<file path="src/design/phy_mgmt_cfg.svh">
// offsets, field positions, reset values and counts of the channel management registers
// assumes every user includes it by bare name; definitions only
`ifndef PHY_MGMT_CFG_SVH
`define PHY_MGMT_CFG_SVH
`define REG_CTRL 5'h00
`define REG_STAT 5'h01
`define REG_RSV16 5'h10
`define REG_RSV17 5'h11
`define REG_CSO 5'h12
`define REG_RSV19 5'h13
`define REG_RSV20 5'h14
`define CTRL_RESET 15
`define CTRL_SPEED 13
`define CTRL_ANEG 12
`define CTRL_DUPLEX_SELECT_BIT 8
`define CTRL_DEFAULT 16'h3400
`define CTRL_WR_MASK 16'hff80
`define CTRL_SC_MASK 16'h8280
`define STAT_FIXED 16'h7809
`define STAT_AN_DONE 5
`define STAT_FAR_FAULT 4
`define STAT_LINK 2
`define STAT_JAB 1
`define RSV16_DEFAULT 16'h0048
`define RSV17_DEFAULT 16'h0002
`define RSV19_DEFAULT 16'h007f
`define RSV20_DEFAULT 16'h0000
`define PREAMBLE_ONES 6'h20
`define OP_READ 2'h2
`define OP_WRITE 2'h1
`define HDR_LAST 4'hb
`define DATA_LAST 4'hf
`define SC_HOLD_CYCLES 16
`define STRAP_LOAD_AT 2'h2
`endif

</file>
<file path="src/design/phy_mgmt_pkg.sv">
// types shared by the management register bank modules
// assumes nothing beyond the cfg header
package phy_mgmt_pkg;
  typedef struct packed {
    logic rev_pol;
    logic desync_to;
    logic link_fail;
    logic spd_det;
    logic duplex_select_bit_det;
    logic code_err;
    logic ssd_err;
    logic esd_err;
    logic jabber;
    logic an_done;
    logic far_fault;
  } chan_stat_s;
  typedef enum logic [2:0] {
    st_preamble,
    st_start,
    st_header,
    st_turn,
    st_read,
    st_write
  } mgmt_state_e;
endpackage : phy_mgmt_pkg

</file>
<file path="src/design/mgmt_sample_if.sv">
// carries sampled link events from the pin sampler to the frame logic
// assumes both ends run on core_clk
`timescale 1ns/1ps
`default_nettype none
interface mgmt_sample_if;
  logic rise;
  logic bit_val;
  logic [5:0] straps;
  modport src (output rise, output bit_val, output straps);
  modport dst (input rise, input bit_val, input straps);
endinterface : mgmt_sample_if
`default_nettype wire

</file>
<file path="src/design/chan_reg_bank.sv">
// one channel's control, status, channel status and reserved registers
// assumes single-cycle write and read strobes from the frame logic
`timescale 1ns/1ps
`default_nettype none
`include "phy_mgmt_cfg.svh"
module chan_reg_bank #(
  parameter logic [1:0] CHAN = 2'h0,
  parameter int SC_HOLD = `SC_HOLD_CYCLES
) (
  input wire logic core_clk,
  input wire logic nrst,
  input wire logic strap_load,
  input wire logic [2:0] straps,
  input wire phy_mgmt_pkg::chan_stat_s stat,
  input wire logic wr_en,
  input wire logic rd_en,
  input wire logic [4:0] addr,
  input wire logic [15:0] wr_data,
  output logic [15:0] rd_data,
  output logic [15:0] ctrl
);
  import phy_mgmt_pkg::*;
  localparam logic [7:0] SC_W = 8'(SC_HOLD);
  localparam logic [15:0] RSV_DFLT [4] = '{`RSV16_DEFAULT, `RSV17_DEFAULT,
    `RSV19_DEFAULT, `RSV20_DEFAULT};
  logic [2:0] strap_q;
  logic [2:0] next_strap_q;
  logic [15:0] next_ctrl;
  logic [15:0] rsv [4];
  logic [15:0] next_rsv [4];
  logic [7:0] sc_cnt;
  logic [7:0] next_sc;
  logic far_q;
  logic jab_q;
  logic lost_q;
  logic next_far;
  logic next_jab;
  logic next_lost;
  logic [15:0] dflt;
  logic [15:0] stat_word;
  logic [15:0] cso_word;
  logic rsv_hit;
  logic [1:0] rsv_idx;
  logic rd_clr;
  logic reset_done;

  if (SC_HOLD < 2 || SC_HOLD > 255)
  begin : g_bad_hold
    $error("self-clear hold count out of range");
  end

  always_comb
  begin
    rsv_hit = 1'b1;
    rsv_idx = 2'h0;
    unique case (addr)
      `REG_RSV16: rsv_idx = 2'h0;
      `REG_RSV17: rsv_idx = 2'h1;
      `REG_RSV19: rsv_idx = 2'h2;
      `REG_RSV20: rsv_idx = 2'h3;
      default: rsv_hit = 1'b0;
    endcase
    dflt = `CTRL_DEFAULT;
    dflt[`CTRL_SPEED] = strap_q[2];
    dflt[`CTRL_ANEG] = strap_q[1];
    dflt[`CTRL_DUPLEX_SELECT_BIT] = strap_q[0];
    rd_clr = rd_en && addr == `REG_STAT;
    reset_done = sc_cnt == 8'h01 && ctrl[`CTRL_RESET];
  end

  // straps seen once after each reset release stand in for the defaults
  always_comb
  begin
    next_strap_q = strap_load ? straps : strap_q;
    next_ctrl = ctrl;
    next_rsv = rsv;
    next_sc = sc_cnt;
    if (sc_cnt != 8'h00)
      next_sc = sc_cnt - 8'h01;
    if (reset_done)
    begin
      next_ctrl = dflt;
      next_rsv = RSV_DFLT;
    end
    else if (sc_cnt == 8'h01)
      next_ctrl = ctrl & ~`CTRL_SC_MASK;
    if (strap_load)
    begin
      next_ctrl[`CTRL_SPEED] = straps[2];
      next_ctrl[`CTRL_ANEG] = straps[1];
      next_ctrl[`CTRL_DUPLEX_SELECT_BIT] = straps[0];
    end
    if (wr_en && addr == `REG_CTRL)
    begin
      next_ctrl = wr_data & `CTRL_WR_MASK;
      // hold timer for self clearing bits
      if ((wr_data & `CTRL_SC_MASK) != 16'h0000)
        next_sc = SC_W;
    end
    if (wr_en && rsv_hit)
      next_rsv[rsv_idx] = wr_data;
  end

  // a new event beats the read clear
  always_comb
  begin
    next_far = stat.far_fault | (far_q & ~rd_clr);
    next_jab = stat.jabber | (jab_q & ~rd_clr);
    next_lost = stat.link_fail | (lost_q & ~rd_clr);
    if (reset_done)
    begin
      next_far = stat.far_fault;
      next_jab = stat.jabber;
      next_lost = 1'b1;
    end
  end

  always_ff @(posedge core_clk or negedge nrst)
  begin
    if (!nrst)
    begin
      strap_q <= 3'h6;
      ctrl <= `CTRL_DEFAULT;
      rsv <= RSV_DFLT;
      sc_cnt <= 8'h00;
      far_q <= 1'b0;
      jab_q <= 1'b0;
      lost_q <= 1'b1;
    end
    else
    begin
      strap_q <= next_strap_q;
      ctrl <= next_ctrl;
      rsv <= next_rsv;
      sc_cnt <= next_sc;
      far_q <= next_far;
      jab_q <= next_jab;
      lost_q <= next_lost;
    end
  end

  always_comb
  begin
    stat_word = `STAT_FIXED;
    stat_word[`STAT_AN_DONE] = stat.an_done;
    stat_word[`STAT_FAR_FAULT] = far_q;
    stat_word[`STAT_LINK] = ~lost_q;
    stat_word[`STAT_JAB] = jab_q;
    cso_word = {stat.rev_pol, stat.desync_to, 4'h0, CHAN, 1'b0, stat.link_fail,
      stat.spd_det, stat.duplex_select_bit_det, stat.code_err, stat.ssd_err, stat.esd_err,
      stat.jabber};
    rd_data = 16'h0000;
    if (rsv_hit)
      rd_data = rsv[rsv_idx];
    else if (addr == `REG_CTRL)
      rd_data = ctrl;
    else if (addr == `REG_STAT)
      rd_data = stat_word;
    else if (addr == `REG_CSO)
      rd_data = cso_word;
  end
endmodule : chan_reg_bank
`default_nettype wire

</file>
<file path="src/design/mgmt_pin_sampler.sv">
// synchronises the link clock, link data and strap pins, finds link clock rises
// assumes link data holds at least two core cycles past each link clock rise
`timescale 1ns/1ps
`default_nettype none
module mgmt_pin_sampler (
  input wire logic core_clk,
  input wire logic nrst,
  input wire logic mdc,
  input wire logic mdio_in,
  input wire logic [5:0] strap_in,
  mgmt_sample_if.src smp
);
  logic [7:0] sync1;
  logic [7:0] sync2;
  logic clk_prev;
  logic [7:0] next_sync1;
  logic [7:0] next_sync2;
  logic next_clk_prev;

  always_comb
  begin
    next_sync1 = {mdc, mdio_in, strap_in};
    next_sync2 = sync1;
    next_clk_prev = sync2[7];
  end

  always_ff @(posedge core_clk or negedge nrst)
  begin
    if (!nrst)
    begin
      sync1 <= 8'h00;
      sync2 <= 8'h00;
      clk_prev <= 1'b0;
    end
    else
    begin
      sync1 <= next_sync1;
      sync2 <= next_sync2;
      clk_prev <= next_clk_prev;
    end
  end

  assign smp.rise = sync2[7] & ~clk_prev;
  assign smp.bit_val = sync2[6];
  assign smp.straps = sync2[5:0];
endmodule : mgmt_pin_sampler
`default_nettype wire

</file>
<file path="src/design/phy_mgmt_top.sv">
// management frame engine and four channel register banks
// assumes the link clock and data arrive unsynchronised; channel status is on core_clk
`timescale 1ns/1ps
`default_nettype none
`include "phy_mgmt_cfg.svh"
module phy_mgmt_top #(
  parameter int SC_HOLD = `SC_HOLD_CYCLES
) (
  input wire logic core_clk,
  input wire logic nrst,
  input wire logic mdc,
  input wire logic mdio_in,
  output logic mdio_out,
  output logic mdio_oe_n,
  input wire logic [2:0] device_address_field,
  input wire logic speed_strap,
  input wire logic aneg_strap,
  input wire logic duplex_strap,
  input wire phy_mgmt_pkg::chan_stat_s [3:0] chan_stat,
  output logic [3:0][15:0] chan_ctrl
);
  import phy_mgmt_pkg::*;
  mgmt_sample_if smp ();
  mgmt_state_e state;
  mgmt_state_e next_state;
  logic [5:0] ones_cnt;
  logic [5:0] next_ones;
  logic [3:0] bit_cnt;
  logic [3:0] next_bit_cnt;
  logic [15:0] shreg;
  logic [15:0] next_shreg;
  logic op_read;
  logic next_op_read;
  logic [1:0] chan_sel;
  logic [1:0] next_chan_sel;
  logic [4:0] reg_sel;
  logic [4:0] next_reg_sel;
  logic next_mdio_out;
  logic next_mdio_oe_n;
  logic wr_go;
  logic next_wr_go;
  logic rd_pulse;
  logic [11:0] hdr;
  logic [1:0] strap_cnt;
  logic [1:0] next_strap_cnt;
  logic strap_load;
  logic [15:0] rd_word [4];
  logic [15:0] rd_sel;

  mgmt_pin_sampler u_sampler (
    .core_clk(core_clk),
    .nrst(nrst),
    .mdc(mdc),
    .mdio_in(mdio_in),
    .strap_in({device_address_field, speed_strap, aneg_strap, duplex_strap}),
    .smp(smp.src)
  );

  // synchronised straps settle two edges after release; load them on the third
  always_comb
  begin
    next_strap_cnt = strap_cnt;
    if (strap_cnt != 2'h3)
      next_strap_cnt = strap_cnt + 2'h1;
    strap_load = strap_cnt == `STRAP_LOAD_AT;
  end

  always_ff @(posedge core_clk or negedge nrst)
  begin
    if (!nrst)
      strap_cnt <= 2'h0;
    else
      strap_cnt <= next_strap_cnt;
  end

  // low address bits pick the bank
  for (genvar i = 0; i < 4; i++)
  begin : g_chan
    chan_reg_bank #(
      .CHAN(2'(i)),
      .SC_HOLD(SC_HOLD)
    ) u_bank (
      .core_clk(core_clk),
      .nrst(nrst),
      .strap_load(strap_load),
      .straps(smp.straps[2:0]),
      .stat(chan_stat[i]),
      .wr_en(wr_go && chan_sel == 2'(i)),
      .rd_en(rd_pulse && chan_sel == 2'(i)),
      .addr(reg_sel),
      .wr_data(shreg),
      .rd_data(rd_word[i]),
      .ctrl(chan_ctrl[i])
    );
  end

  assign rd_sel = rd_word[chan_sel];
  assign hdr = {shreg[10:0], smp.bit_val};

  always_comb
  begin
    next_state = state;
    next_ones = ones_cnt;
    next_bit_cnt = bit_cnt;
    next_shreg = shreg;
    next_op_read = op_read;
    next_chan_sel = chan_sel;
    next_reg_sel = reg_sel;
    next_mdio_out = mdio_out;
    next_mdio_oe_n = mdio_oe_n;
    next_wr_go = 1'b0;
    rd_pulse = 1'b0;
    if (smp.rise)
    begin
      unique case (state)
        st_preamble:
        begin
          if (smp.bit_val)
          begin
            if (ones_cnt != `PREAMBLE_ONES)
              next_ones = ones_cnt + 6'h01;
          end
          // a zero before 32 ones restarts the count
          else if (ones_cnt == `PREAMBLE_ONES)
            next_state = st_start;
          else
            next_ones = 6'h00;
        end
        st_start:
        begin
          next_ones = 6'h00;
          next_bit_cnt = 4'h0;
          next_state = smp.bit_val ? st_header : st_preamble;
        end
        st_header:
        begin
          next_shreg = {shreg[14:0], smp.bit_val};
          next_bit_cnt = bit_cnt + 4'h1;
          if (bit_cnt == `HDR_LAST)
          begin
            next_bit_cnt = 4'h0;
            next_op_read = hdr[11:10] == `OP_READ;
            next_chan_sel = hdr[6:5];
            next_reg_sel = hdr[4:0];
            if (hdr[9:7] == smp.straps[5:3] &&
                (hdr[11:10] == `OP_READ || hdr[11:10] == `OP_WRITE))
              next_state = st_turn;
            else
              next_state = st_preamble;
          end
        end
        st_turn:
        begin
          next_bit_cnt = bit_cnt + 4'h1;
          if (bit_cnt == 4'h0 && op_read)
          begin
            next_mdio_oe_n = 1'b0;
            next_mdio_out = 1'b0;
          end
          else if (bit_cnt != 4'h0)
          begin
            next_bit_cnt = 4'h0;
            if (op_read)
            begin
              // snapshot and clear-on-read in the same edge
              rd_pulse = 1'b1;
              next_shreg = rd_sel;
              next_mdio_out = rd_sel[15];
              next_state = st_read;
            end
            else
              next_state = st_write;
          end
        end
        st_read:
        begin
          next_bit_cnt = bit_cnt + 4'h1;
          next_shreg = {shreg[14:0], 1'b0};
          next_mdio_out = shreg[14];
          if (bit_cnt == `DATA_LAST)
          begin
            next_mdio_oe_n = 1'b1;
            next_mdio_out = 1'b0;
            next_state = st_preamble;
          end
        end
        st_write:
        begin
          next_bit_cnt = bit_cnt + 4'h1;
          next_shreg = {shreg[14:0], smp.bit_val};
          if (bit_cnt == `DATA_LAST)
          begin
            next_wr_go = 1'b1;
            next_state = st_preamble;
          end
        end
      endcase
    end
  end

  always_ff @(posedge core_clk or negedge nrst)
  begin
    if (!nrst)
    begin
      state <= st_preamble;
      ones_cnt <= 6'h00;
      bit_cnt <= 4'h0;
      shreg <= 16'h0000;
      op_read <= 1'b0;
      chan_sel <= 2'h0;
      reg_sel <= 5'h00;
      mdio_out <= 1'b0;
      mdio_oe_n <= 1'b1;
      wr_go <= 1'b0;
    end
    else
    begin
      state <= next_state;
      ones_cnt <= next_ones;
      bit_cnt <= next_bit_cnt;
      shreg <= next_shreg;
      op_read <= next_op_read;
      chan_sel <= next_chan_sel;
      reg_sel <= next_reg_sel;
      mdio_out <= next_mdio_out;
      mdio_oe_n <= next_mdio_oe_n;
      wr_go <= next_wr_go;
    end
  end
endmodule : phy_mgmt_top
`default_nettype wire

</file>
<file path="config.mk">
export PLATFORM = sky130hd
export DESIGN_NAME = phy_mgmt_top
export DESIGN_NICKNAME = d
export VERILOG_FILES = /design/src/design/phy_mgmt_pkg.sv /design/src/design/mgmt_sample_if.sv /design/src/design/chan_reg_bank.sv /design/src/design/mgmt_pin_sampler.sv /design/src/design/phy_mgmt_top.sv
export VERILOG_INCLUDE_DIRS = /design/src /design/src/design
export SDC_FILE = /design/constraint.sdc
export NUM_CORES = 1
export LEC_CHECK = 0
export BUFFER_PORTS_ARGS = -buffer_cell sky130_fd_sc_hd__buf_2
export CORE_MARGIN = 1
export CORE_UTILIZATION = 55
export DETAILED_ROUTE_END_ITERATION = 10
export PLACE_DENSITY = 0.72
export REMOVE_ABC_BUFFERS = 1
export SLEW_MARGIN = 15
export SYNTH_ARGS = -nofsm -noshare
export SYNTH_HDL_FRONTEND = slang
export SYNTH_SLANG_ARGS = --single-unit
export TNS_END_PERCENT = 20
</file>
<file path="constraint.sdc">
create_clock -name core_clk -period 5.45 [get_ports core_clk]
set_input_delay 1.09 -clock core_clk [delete_from_list [all_inputs] [get_ports core_clk]]
set_output_delay 1.09 -clock core_clk [all_outputs]
set_load 0.01 [all_outputs]
</file>
## Yosys cells after proc, flatten, opt, wreduce, memory -nomap -nowiden

Index checks and enable logic that the tools add are counted.
Widths: inputs -> output; s select.

| cells by class | value |
|---|---|
| add/subtract/negate cells | 7 |
| magnitude comparators | 3 |
| equal/unequal tests | 40 |
| mux-type cells | 129 |
| bitwise gates (word level) | 36 |
| reductions and logical operators | 64 |

Operators by type and width:

| operator | number |
|---|---|
| $mux 16 | 42 |
| $mux 64 | 8 |
| $bwmux 64 | 4 |
| $bmux 16 s2 | 5 |
| $mux 8 | 12 |
| $pmux 16 s3 | 1 |
| $demux 16 s2 | 1 |
| $eq 8x1->1 const B | 4 |
| $mux 1 | 32 |
| $reduce_bool 8->1 | 4 |
| $sub 8x1->8 const B | 4 |
| $logic_and 1x1->1 | 27 |
| $reduce_bool 3->1 | 9 |
| $eq 5x5->1 const B | 5 |
| $mux 3 | 6 |
| $mux 6 | 3 |
| $ne 2x2->1 const B | 9 |
| $pmux 4 s4 | 1 |
| $reduce_bool 16->1 | 1 |
| $pmux 3 s5 | 1 |
| $and 1x1->1 | 13 |
| $mux 2 | 6 |
| $mux 4 | 3 |
| $or 1x1->1 | 12 |
| 37 further kinds | 66 |

| storage, ports and cells | value |
|---|---|
| flip-flop bits (word level) | 426 |

## Logic depth before layout (Yosys ltp)

| depth | value |
|---|---|
| depth after elaboration | 14 |
| depth in mapped cells | 10 |
| depth with buffers taken out | 8 |

## Cells and area by module

A second synthesis with hierarchy kept.

| second synthesis, totals | value |
|---|---|
| cells, all modules | 2258 |
| area total of the unflattened synthesis | 20752.4 µm² |

Modules (own cells, without submodules):

| module | instances | cells each | area each (µm²) | sequential area each (µm²) |
|---|---|---|---|---|
| chan_reg_bank at g_chan[1].u_bank ... | 2 | 499 | 4371.7 | 2197.1 |
| chan_reg_bank at g_chan[3].u_bank | 1 | 503 | 4356.7 | 2197.1 |
| chan_reg_bank at g_chan[0].u_bank | 1 | 496 | 4335.4 | 2197.1 |
| phy_mgmt_top | 1 | 237 | 2832.7 | 1052.3 |
| mgmt_pin_sampler | 1 | 24 | 484.2 | 425.4 |

## Least setup slack after synthesis

Ideal clock, no wire load.

| path | value |
|---|---|
| path kind | input-to-reg |
| from | in chan_stat[35] in the netlist's numbering |
| to | reg shreg[0] |
| library setup time | 0.138 ns |
| data arrival time | 2.016 ns |
| path slack | 3.295 ns |
| stages | 5 |
| cell sequence | mux4_2 -> a21oi_1 -> nor2_1 -> a31oi_1 -> o311ai_2 |

| between the ends | value |
|---|---|
| word-level cells in the longest chain between the ends | 11 |

Ends and longest elaborated chain:

| item | RTL line | text |
|---|---|---|
| from (decl) | phy_mgmt_top.sv:19 | `input wire phy_mgmt_pkg::chan_stat_s [3:0] chan_stat,` |
| $mux 16 | chan_reg_bank.sv:159 | `` else if (addr == `REG_CSO) `` |
| $mux 16 | chan_reg_bank.sv:157 | `` else if (addr == `REG_STAT) `` |
| $mux 16 | chan_reg_bank.sv:155 | `` else if (addr == `REG_CTRL) `` |
| $mux 16 | chan_reg_bank.sv:153 | `if (rsv_hit)` |
| $bmux 16 s2 | phy_mgmt_top.sv:97 | `assign rd_sel = rd_word[chan_sel];` |
| $mux 16 (implied by the code) (2 in a row) | phy_mgmt_top.sv:97 |  |
| $mux 16 | phy_mgmt_top.sv:163 | `if (op_read)` |
| $mux 16 | phy_mgmt_top.sv:160 | `else if (bit_cnt != 4'h0)` |
| $mux 16 | phy_mgmt_top.sv:155 | `if (bit_cnt == 4'h0 && op_read)` |
| $pmux 16 s3 | phy_mgmt_top.sv:115 | `unique case (state)` |
| to (signal assigned) | phy_mgmt_top.sv:221 | `shreg <= next_shreg;` |
| to (decl) | phy_mgmt_top.sv:30 | `logic [15:0] shreg;` |

No other way between the ends. The select of a mux whose other input is x is not followed.
A chain may end at the register's enable or synchronous reset.

==> impl_metrics.tcl <==
set metrics [dict create \
    status "completed" \
    mostFrequentLayoutCells "nand2_1, dfrtp_1, o21ai_0" \
    cp_slowest_cell "nor3_4" \
    drc 0 \
    fill_cells 2832 \
    clkTransAtPathRegs_ps 60 \
    drt_iter0_markers 2104 \
    peakVddDrop_mv 0.263 \
    crit_path_end_kind "flop" \
    via_count 16900 \
    via_per_inst 6.68 \
    antenna_found_initial 0 \
    multi_input_area_um2 8450 \
    synthArstFlopShare 1.00 \
    cts_tree "yes" \
    die_y_um 190 \
    holdBufCountCts 0 \
    io_pins 120 \
    clock_latency_ps 600 \
    crit_path_cell_trace "and2_1 -> nor2_1 -> nand2_2 -> nor3_4 -> nor2_2 -> a22o_1" \
    critPathMaxFanout 31 \
    fin_nets 2112 \
    io_buffers 91 \
    fin_crit_ps 3940 \
    crit_arrival_ps 4420 \
    drive_above_1_share 0.159 \
    htree_levels 2 \
    max_freq_ghz 0.254 \
    syn_inst 2013 \
    startpoint_type "flop" \
    start_util 0.560 \
    postRouteWirelength_um 65400 \
    fin_crit_sh 0.723 \
    root_buffer "clkbuf_16" \
    syn_area_um2 19400 \
    rows 68 \
    slew_viol_final 0 \
    instances_no_fill 2533 \
    finalPower_mw 6.30 \
    grt_overflow 0 \
    rsz0062_at_grt "no" \
    powerDensity_nw_per_um2 293 \
    synth_ff_type "dfrtp_1" \
    fin_setup_tns_ps 0 \
    dp_cells 2453 \
    ant_nets 0 \
    p_leak_nw 9.59 \
    clock_skew_ps 24.1 \
    dp_hpwl_um 42600 \
    die-area_um2 36000 \
    worst_slew_pin_slew_ps 1150 \
    fin_util 0.622 \
    slew_headroom 0.231 \
    path_class "reg -> reg" \
    grt_pass1_wl_um 99300 \
    yosys_warnings 0 \
    synth.avg_cell_area_um2 9.63 \
    die_w_um 190 \
    synth.distinct_cells 79 \
    grt_usage 0.369 \
    seq_area_frac_synth 0.518 \
    grt_max_degree 116 \
    setup_viol 0 \
    final_common_cell "nand2_1" \
    synth-edff-count 0 \
    syn_to_final_growth_pct 11.1 \
    hold_path_class "reg -> reg" \
    post_drt_wl_per_cell_um 25.8 \
    ctsResizeCount 0 \
    required_ps 5920 \
    core_um2 34600 \
    holdWs_ps 347 \
    hold_viol_final 0 \
    cts_made_buffers 43 \
    cts.sinks 398 \
    clk_path_buf_depth 3 \
    cts_setup_buffers 0 \
    firstDrtPassIters 8 \
    maxCapViolCount 0 \
    slowest_delay_ps 820 \
    register_area_um2 10000 \
    gp_congestion 1.00 \
    grt_pass1_vias 16300 \
    yosys_register_bits 398 \
]
## layout make-up
class                   count  share of cell area
repair buffers            138              0.0386
diodes                      1            0.000116
clock inverters            17              0.0145
clock buffers              62              0.0561
inverters                  32             0.00558
multi-input cells        1430               0.392
flip-flops and latches    398               0.466
well taps                 455              0.0265
## power by group
| part | leakage [nW] | internal [mW] | total, mW | switching [mW] |
|---|---|---|---|---|
| registers | 5.20 | 2.98 | 2.99 | 0.0123 |
| clock network | 0.739 | 1.89 | 3.18 | 1.28 |
| logic | 3.65 | 0.0367 | 0.138 | 0.101 |
| total | 9.59 | 4.91 | 6.30 | 1.40 |
## synthesized netlist by cell type, types with 13 or more instances
| master | instances | area share |
|---|---|---|
| dfrtp_1 | 339 | 0.44 |
| o21a_1 | 13 | 0.0050 |
| dfstp_2 | 59 | 0.080 |
| xnor2_1 | 25 | 0.011 |
| ha_1 | 15 | 0.0097 |
| inv_1 | 30 | 0.0058 |
| nor4_1 | 20 | 0.0065 |
| o22a_1 | 19 | 0.0086 |
| clkbuf_1 | 88 | 0.017 |
| a221oi_1 | 16 | 0.0072 |
| nor2_1 | 128 | 0.025 |
| mux2_2 | 20 | 0.012 |
| buf_4 | 39 | 0.015 |
| o21ai_0 | 170 | 0.044 |
| a22o_1 | 99 | 0.045 |
| a31oi_1 | 27 | 0.0087 |
| a21oi_1 | 103 | 0.027 |
| buf_2 | 36 | 0.0093 |
| nor3_1 | 33 | 0.0085 |
| a222oi_1 | 24 | 0.012 |
| nand2_1 | 343 | 0.066 |
| nand3_1 | 102 | 0.026 |
| mux2i_1 | 21 | 0.011 |
| a22oi_1 | 30 | 0.012 |
## final timing paths
path,cells after the start,slack [ps],end,start
min in group asynchronous,1,560,g_chan[1].u_bank.sc_cnt[4]$_DFF_PN0_,nrst
setup reg to reg,6,1510,g_chan[0].u_bank.rsv[45]$_DFF_PN0_,reg_sel[2]$_DFFE_PN0P_
setup / recovery,6,1510,g_chan[0].u_bank.rsv[45]$_DFF_PN0_,reg_sel[2]$_DFFE_PN0P_
hold reg to reg,0,350,u_sampler.sync2[2]$_DFF_PN0_,u_sampler.next_sync2[2]$_DFF_PN0_
hold / removal,0,350,u_sampler.sync2[2]$_DFF_PN0_,u_sampler.next_sync2[2]$_DFF_PN0_
max in group asynchronous,2,3640,g_chan[3].u_bank.rsv[63]$_DFF_PN0_,nrst
## cell families (layout without fill, tap and decap cells)
| kind of cell | after synthesis | after routing | synth area share |
|---|---|---|---|
| compound gates | 604 | 604 | 0.212 |
| xor+xnor | 26 | 26 | 0.0118 |
| fa+ha+maj | 15 | 15 | 0.00968 |
| buf+inv | 212 | 249 | 0.0533 |
| flops | 398 | 398 | 0.518 |
| mux | 46 | 46 | 0.0283 |
| other cells | 1 | 29 | 0.000194 |
| simple gates | 711 | 711 | 0.167 |
## worst max-delay path: cells and delay by family (launching register included)
kind	cells	cell delay [ps]
simple gates	5	2780
flops	1	740
compound gates	1	270
## state kept, by name, summed over array words and instances (netlist names), 2 cells and up
name / cells
bit_cnt: 4
chan_sel: 2
g_chan.u_bank.ctrl: 36
g_chan.u_bank.far_q: 4
g_chan.u_bank.jab_q: 4
g_chan.u_bank.lost_q: 4
g_chan.u_bank.rsv: 256
g_chan.u_bank.sc_cnt: 32
g_chan.u_bank.strap_q: 3
ones_cnt: 6
reg_sel: 5
shreg: 16
state: 3
strap_cnt: 2
u_sampler.next_sync2: 8
u_sampler.sync2: 8
## metal layers
metal	GRT usage	up-vias	part of all wire
li1	-	7240	-
met1	0.494	8354	0.39
met2	0.551	1086	0.44
met3	0.0919	247	0.11
met4	0.203	0	0.058
met5	0	-	0
## through the flow
step	area, um^2	setup WS, ps
finish	21500	1510
CTS	21500	1630
global route	21500	1290
detailed placement	20000	1650
floorplan	18600	1980
global placement	20000	1740
(Power assumes the default switching activity.)
